$ cat src/design/phys_filter_pkg.sv
package phys_filter_pkg;
  // register byte addresses
  localparam logic [11:0] OFS_HIGH_SET  = 12'h110;
  localparam logic [11:0] OFS_HIGH_CLR  = 12'h114;
  localparam logic [11:0] OFS_LOW_SET   = 12'h118;
  localparam logic [11:0] OFS_LOW_CLR   = 12'h11C;
  localparam int          ADDR_W        = 12;
  localparam int          DATA_W        = 32;

  // reset values
  localparam logic [31:0] RST_LOW       = 32'h0000_0000;
  localparam logic [31:0] RST_HIGH      = 32'h0000_0000;

  // high register fields
  localparam int          REMOTE_BIT    = 31;
  localparam int          NODE_HIGH_BASE = 32;
  // a host bus reset clears every high bit except the remote-bus enable
  localparam logic [31:0] HOST_RST_HIGH_MASK = 32'h7FFF_FFFF;
  localparam logic [31:0] HOST_RST_LOW_MASK  = 32'hFFFF_FFFF;

  // source identifier layout
  localparam int          NODE_W        = 6;
  localparam int          BUS_W         = 10;
  localparam logic [5:0]  NODE_BCAST    = 6'h3F;
  localparam logic [9:0]  BUS_LOCAL_ALIAS = 10'h3FF;

  // axi responses
  localparam logic [1:0]  RESP_OKAY     = 2'h0;
  localparam logic [1:0]  RESP_SLVERR   = 2'h2;
endpackage : phys_filter_pkg

$ cat src/design/physical_request_node_filter.sv
// The AXI4-Lite register port was chosen for this implementation.
`timescale 1ns/1ps
module physical_request_node_filter
  import phys_filter_pkg::*;
(
  // clock and reset
  input  wire logic              aclk,
  input  wire logic              aresetn,
  input  wire logic              host_bus_reset,
  // axi4-lite write address
  input  wire logic [ADDR_W-1:0] s_axi_awaddr,
  input  wire logic              s_axi_awvalid,
  output logic                   s_axi_awready,
  // axi4-lite write data
  input  wire logic [DATA_W-1:0] s_axi_wdata,
  input  wire logic [3:0]        s_axi_wstrb,
  input  wire logic              s_axi_wvalid,
  output logic                   s_axi_wready,
  // axi4-lite write response
  output logic [1:0]             s_axi_bresp,
  output logic                   s_axi_bvalid,
  input  wire logic              s_axi_bready,
  // axi4-lite read address
  input  wire logic [ADDR_W-1:0] s_axi_araddr,
  input  wire logic              s_axi_arvalid,
  output logic                   s_axi_arready,
  // axi4-lite read data
  output logic [DATA_W-1:0]      s_axi_rdata,
  output logic [1:0]             s_axi_rresp,
  output logic                   s_axi_rvalid,
  input  wire logic              s_axi_rready,
  // incoming physical request from link core
  input  wire logic              req_valid,
  input  wire logic [15:0]       req_source_id,
  input  wire logic              req_async_pass,
  input  wire logic [BUS_W-1:0]  local_bus_id,
  // routing decision, one pulse per request
  output logic                   route_phys_r,
  output logic                   route_async_r,
  output logic                   route_reject_r
);

  // write and read channel holding state
  logic              aw_held_r;
  logic [ADDR_W-1:0] aw_addr_r;
  logic              w_held_r;
  logic [DATA_W-1:0] w_data_r;
  logic [3:0]        w_strb_r;
  logic              bvalid_r;
  logic [1:0]        bresp_r;
  logic              rvalid_r;
  logic [DATA_W-1:0] rdata_r;
  logic [1:0]        rresp_r;

  logic              do_write;
  logic [31:0]       wr_ones;
  logic [31:0]       low_set;
  logic [31:0]       low_clr;
  logic [31:0]       high_set;
  logic [31:0]       high_clr;
  logic [31:0]       low_soft;
  logic [31:0]       high_soft;
  logic [31:0]       low_q;
  logic [31:0]       high_q;
  logic              wr_mapped;

  assign s_axi_awready = !aw_held_r && !bvalid_r;
  assign s_axi_wready  = !w_held_r && !bvalid_r;
  assign s_axi_bvalid  = bvalid_r;
  assign s_axi_bresp   = bresp_r;
  assign s_axi_arready = !rvalid_r;
  assign s_axi_rvalid  = rvalid_r;
  assign s_axi_rdata   = rdata_r;
  assign s_axi_rresp   = rresp_r;

  assign do_write = aw_held_r && w_held_r && !bvalid_r;

  always_ff @(posedge aclk) begin
    if (!aresetn) begin
      aw_held_r <= 1'b0;
      aw_addr_r <= '0;
    end else if (s_axi_awvalid && s_axi_awready) begin
      aw_held_r <= 1'b1;
      aw_addr_r <= s_axi_awaddr;
    end else if (do_write) begin
      aw_held_r <= 1'b0;
    end
  end

  always_ff @(posedge aclk) begin
    if (!aresetn) begin
      w_held_r <= 1'b0;
      w_data_r <= '0;
      w_strb_r <= '0;
    end else if (s_axi_wvalid && s_axi_wready) begin
      w_held_r <= 1'b1;
      w_data_r <= s_axi_wdata;
      w_strb_r <= s_axi_wstrb;
    end else if (do_write) begin
      w_held_r <= 1'b0;
    end
  end

  // only bytes enabled by the strobes can carry ones
  always_comb begin
    wr_ones = w_data_r & {{8{w_strb_r[3]}}, {8{w_strb_r[2]}},
                          {8{w_strb_r[1]}}, {8{w_strb_r[0]}}};
  end

  always_comb begin
    wr_mapped = (aw_addr_r == OFS_HIGH_SET) || (aw_addr_r == OFS_HIGH_CLR) ||
                (aw_addr_r == OFS_LOW_SET)  || (aw_addr_r == OFS_LOW_CLR);
  end

  // zeros in the data produce zero masks, so those bits stay put
  assign low_set  = (do_write && aw_addr_r == OFS_LOW_SET)  ? wr_ones : '0;
  assign low_clr  = (do_write && aw_addr_r == OFS_LOW_CLR)  ? wr_ones : '0;
  assign high_set = (do_write && aw_addr_r == OFS_HIGH_SET) ? wr_ones : '0;
  assign high_clr = (do_write && aw_addr_r == OFS_HIGH_CLR) ? wr_ones : '0;

  // host bus reset spares the remote-bus enable
  assign low_soft  = host_bus_reset ? HOST_RST_LOW_MASK  : '0;
  assign high_soft = host_bus_reset ? HOST_RST_HIGH_MASK : '0;

  set_clear_reg #(
    .RST_VAL       (RST_LOW)
  ) u_low (
    .aclk          (aclk),
    .aresetn       (aresetn),
    .set_mask      (low_set),
    .clr_mask      (low_clr),
    .soft_clr_mask (low_soft),
    .value_r       (low_q)
  );

  set_clear_reg #(
    .RST_VAL       (RST_HIGH)
  ) u_high (
    .aclk          (aclk),
    .aresetn       (aresetn),
    .set_mask      (high_set),
    .clr_mask      (high_clr),
    .soft_clr_mask (high_soft),
    .value_r       (high_q)
  );

  always_ff @(posedge aclk) begin
    if (!aresetn) begin
      bvalid_r <= 1'b0;
      bresp_r  <= RESP_OKAY;
    end else if (do_write) begin
      bvalid_r <= 1'b1;
      bresp_r  <= wr_mapped ? RESP_OKAY : RESP_SLVERR;
    end else if (s_axi_bready) begin
      bvalid_r <= 1'b0;
    end
  end

  // both offsets of a pair read back the live value
  always_ff @(posedge aclk) begin
    if (!aresetn) begin
      rvalid_r <= 1'b0;
      rdata_r  <= '0;
      rresp_r  <= RESP_OKAY;
    end else if (s_axi_arvalid && s_axi_arready) begin
      rvalid_r <= 1'b1;
      case (s_axi_araddr)
        OFS_HIGH_SET, OFS_HIGH_CLR: begin
          rdata_r <= high_q;
          rresp_r <= RESP_OKAY;
        end
        OFS_LOW_SET, OFS_LOW_CLR: begin
          rdata_r <= low_q;
          rresp_r <= RESP_OKAY;
        end
        default: begin
          rdata_r <= '0;
          rresp_r <= RESP_SLVERR;
        end
      endcase
    end else if (s_axi_rready) begin
      rvalid_r <= 1'b0;
    end
  end

  // routing decision
  logic [NODE_W-1:0] src_node;
  logic [BUS_W-1:0]  src_bus;
  logic              src_local;
  logic [63:0]       node_map;
  logic              node_enabled;

  assign src_node = req_source_id[NODE_W-1:0];
  assign src_bus  = req_source_id[15:NODE_W];
  // bus id all ones also names the local bus
  assign src_local = (src_bus == local_bus_id) || (src_bus == BUS_LOCAL_ALIAS);

  // node n -> low bit n, node k+32 -> high bit k
  assign node_map = {high_q, low_q};

  // the broadcast node has no filter bit; index 63 would alias the remote enable
  assign node_enabled = (src_node != NODE_BCAST) && node_map[src_node];

  always_ff @(posedge aclk) begin
    if (!aresetn) begin
      route_phys_r   <= 1'b0;
      route_async_r  <= 1'b0;
      route_reject_r <= 1'b0;
    end else begin
      route_phys_r   <= 1'b0;
      route_async_r  <= 1'b0;
      route_reject_r <= 1'b0;
      if (req_valid) begin
        if (!src_local) begin
          // remote sources skip node compare gated by remote enable
          route_phys_r   <= high_q[REMOTE_BIT];
          route_reject_r <= !high_q[REMOTE_BIT];
        end else if (!req_async_pass) begin
          route_reject_r <= 1'b1;
        end else if (node_enabled) begin
          route_phys_r   <= 1'b1;
        end else begin
          route_async_r  <= 1'b1;
        end
      end
    end
  end

endmodule : physical_request_node_filter

$ cat src/design/set_clear_reg.sv
`timescale 1ns/1ps
module set_clear_reg
  import phys_filter_pkg::*;
#(
  parameter logic [31:0] RST_VAL = 32'h0000_0000
) (
  // clock and reset
  input  wire logic        aclk,
  input  wire logic        aresetn,
  // update masks
  input  wire logic [31:0] set_mask,
  input  wire logic [31:0] clr_mask,
  input  wire logic [31:0] soft_clr_mask,
  // value
  output logic      [31:0] value_r
);

  logic [31:0] value_nxt;

  // only one bits act; set wins over any clear in the same cycle
  always_comb begin
    value_nxt = (value_r & ~(clr_mask | soft_clr_mask)) | set_mask;
  end

  always_ff @(posedge aclk) begin
    if (!aresetn) begin
      value_r <= RST_VAL;
    end else begin
      value_r <= value_nxt;
    end
  end

endmodule : set_clear_reg

$ cat config.mk
export PLATFORM = sky130hd
export DESIGN_NAME = physical_request_node_filter
export DESIGN_NICKNAME = d
export VERILOG_FILES = /design/src/design/phys_filter_pkg.sv /design/src/design/physical_request_node_filter.sv /design/src/design/set_clear_reg.sv
export SDC_FILE = /design/constraint.sdc
export NUM_CORES = 1
export LEC_CHECK = 0
export BUFFER_PORTS_ARGS = -buffer_cell sky130_fd_sc_hd__buf_2
export CAP_MARGIN = 30
export CORE_ASPECT_RATIO = 1.5
export CORE_MARGIN = 5
export CORE_UTILIZATION = 59
export CTS_CLUSTER_SIZE = 40
export DETAILED_ROUTE_END_ITERATION = 8
export GPL_TIMING_DRIVEN = 0
export PLACE_DENSITY = 0.93
export SLEW_MARGIN = 20
export SYNTH_ARGS = -nofsm -noshare
export SYNTH_HDL_FRONTEND = slang
export SYNTH_SLANG_ARGS = --single-unit
$ cat constraint.sdc
create_clock -name aclk -period 3.4 [get_ports aclk]
set_clock_uncertainty 0.1 [all_clocks]
set_input_delay 0.68 -clock aclk [delete_from_list [all_inputs] [get_ports aclk]]
set_output_delay 0.68 -clock aclk [all_outputs]
set_load 0.05 [all_outputs]
==> results.cfg <==
[status]
outcome = complete, no violations

[clock_network]
root_buffer = clkbuf_16
post_cts_buffers = 0
worstSkewPairLatency_ps = 430
clkTransAtPathRegs_ps = 60
cts_tree = built
cts_buffers = 17
clock-sinks = 153
clock_path_buffers = 2
htreeDepth = 4
holdBufCountCts = 0
cts_resized = 0

[synth]
ys_ff_latch = 153
synth_fa_ha_area_frac = 0
synth-edff-count = 0
synth_compound_area_frac = 0.180
syn_inst = 802
synth-xor-area-share = 0.0125
synth_top_family_by_area = simple AND/OR/NAND/NOR gates
ys.flop_type = dfxtp_1
synth_area_um2 = 7030
yosysTopAreaCellShare = 0.436
synthArstFlopShare = 0
synth_area_leader_cell = dfxtp_1
synth.area.mux_share = 0.105
netlist_top_cells_area = dfxtp_1 (44%), nand2_1 (8.7%), a22o_1 (6.7%)
ys_seq_area_frac = 0.436
ys_warn_count = 0
synth.avg_cell_area_um2 = 8.76
synth_cell_types = 46
synth-simple-area-share = 0.219

[global_routing]
grt_pass1_vias = 6949
overflow = 0
grt_pass1_wl_um = 33900
grt_max_degree = 17
grt_usage = 0.298
grt_antenna_before_repair = 1

[cells_and_area]
fill_cells = 838
layout.nets = 1053
multiInputGateArea_um2 = 3630
syn_to_final_growth_pct = 21.0
drive_gt1_frac = 0.247
final-seq-area_um2 = 3060

[critical_path]
worst_ep_arrival_time_ps = 2660
r2r-start = s_axi_rvalid
r2r_end = s_axi_rdata[31]
criticalPathCategory = flip-flop to flip-flop
start_kind = flip-flop
cp_max_fo = 10
r2r_cells = 8
cp-end-kind = flip-flop
cp.required_ps = 3660
startpoint = s_axi_rvalid
r2r_setup_slack_ps = 1000

[floorplanning]
coreArea_um2 = 11600
io_pins = 140
initial_core_util = 0.606
num_rows = 48
die_h_um = 144
die_w_um = 99.1
dieArea_um2 = 14200

[timing]
hold_viol_final = 0
setup_viol_count_final = 0
final-max-slew-violation-count = 0
fin_crit_sh = 0.705
setup_tns_ps = 0
maxSlewHeadroom = 0.502
worst_pin_slew_ps = 748
max_freq_ghz = 0.417
period_needed_ps = 2400
grt_setup_unrepaired = no

[min_path]
holdPathEnd = s_axi_rvalid
min-delay-start = s_axi_rready
min_delay_path_depth = 2
hold_path_class = input port to flip-flop

[routing]
via_count = 6833
dr.pass1.iters = 9
ant_nets = 0
drt-initial-drc-count = 708
vias_per_cell = 6.10
wl_per_cell_um = 18.9
wl_um = 21200
drc = 0

[place]
place_hpwl_um = 15200
place.gp.congestion = 0.985
port_buffers = 135

[pwr]
leakage_nw = 3.80
powerDensity_nw_per_um2 = 491
p_total_mw = 4.18
ir_worst_vdd_v = 0.000376

[flow_run]
drv_cap = 0
==> power breakdown <==
group / switching [mW] / internal [mW] / leakage, nW
clock network: 0.770 / 1.14 / 0.281
registers: 0.0553 / 1.84 / 1.24
logic: 0.239 / 0.130 / 2.28
total: 1.06 / 3.11 / 3.80
==> cells in the mapped netlist, types with 2 or more instances <==
cell type / number
a211oi_1: 4
a22oi_1: 45
buf_4: 7
nor4b_1: 2
and2_1: 10
a22o_1: 54
buf_1: 3
inv_1: 3
mux2_2: 38
nand2b_1: 3
nor2_1: 48
xor2_1: 6
nand2_1: 162
a21oi_1: 59
buf_6: 3
a41o_1: 7
mux2i_1: 25
nor2b_1: 5
xnor2_1: 4
nand3_1: 9
nor3_1: 4
buf_2: 15
and2_0: 2
inv_2: 2
clkbuf_1: 39
o21ai_0: 2
and3_1: 63
dfxtp_1: 153
nand3b_1: 2
nand4_1: 6
mux4_2: 2
==> critical path: stages (launching register included) <==
cell,delay (ps)
dfxtp_1,340
inv_1,90
nand2_1,240
nor3_1,200
and3_1,170
clkbuf_1,230
clkbuf_1,610
a22oi_1,200
nor2_1,140
==> metrics by stage <==
step	util	instances	hold slack [ps]	worst slack [ps]	cell area, um^2
3_5_place_dp	0.681	1088	352	831	7890
5_1_grt	0.734	1121	332	882	8500
4_1_cts	0.733	1120	338	1080	8500
2_1_floorplan	-	803	331	1010	7030
3_3_place_gp	0.681	1088	344	817	7890
6_report	0.734	1121	338	1000	8500
==> cell usage in the layout (no fill, tap or decap), types with 3 or more instances in the layout <==
master	n
xor2_1	6
a22oi_1	45
nor2b_1	5
clkbuf_16	17
nand3_1	9
mux2i_1	25
nor3_1	4
and2_1	10
a41o_1	7
buf_1	3
and3_1	63
xnor2_1	4
clkinv_4	4
nand2b_1	3
buf_2	150
dfxtp_1	153
nand4_1	6
clkbuf_1	39
nand2_1	162
clkinvlp_4	5
clkbuf_8	3
nor2_1	48
buf_6	3
a22o_1	54
inv_1	3
mux2_2	38
buf_4	7
a211oi_1	4
a21oi_1	59
==> layer usage <==
metal | vias to the layer above | GRT usage | share of wire
li1 | 3154 | - | -
met2 | 416 | 0.520 | 0.50
met1 | 3160 | 0.315 | 0.35
met3 | 103 | 0.0801 | 0.090
met4 | 0 | 0.191 | 0.054
met5 | - | 0 | 0
==> worst max path at each step <==
stage	endpoint	depth (start not counted)	slack [ps]
5_1_grt	s_axi_rdata[31]	8	880
4_1_cts	s_axi_rdata[31]	8	1080
2_1_floorplan	w_data_r[10]	6	1010
3_5_place_dp	s_axi_rdata[27]	8	830
6_report	s_axi_rdata[31]	8	1000
3_3_place_gp	s_axi_rdata[0]	8	820
==> layout make-up <==
cell class              count  share of cell area
clock buffers              20              0.0549
flip-flops and latches    153               0.360
plain buffers              67              0.0375
diodes                      1            0.000294
inverters                   5             0.00221
repair buffers            135              0.0795
clock inverters            12              0.0166
well taps                 150              0.0221
multi-input cells         578               0.427
==> flip-flops by register name (all words and copies together) (netlist names) <==
signal	flops
aw_held_r	1
w_data_r	32
w_held_r	1
u_low.value_r	32
s_axi_rvalid	1
route_reject_r	1
route_phys_r	1
route_async_r	1
w_strb_r	4
s_axi_bresp	1
u_high.value_r	32
s_axi_rdata	32
s_axi_rresp	1
s_axi_bvalid	1
aw_addr_r	12
==> kinds of logic after synthesis <==
group,after synthesis
AOI/OAI and AO/OA,176
xor gates and xnor gates,10
buffers and inverters,72
DFF,153
muxes,66
other,1
and+or+nand+nor,324
(Power assumes the default switching activity.)
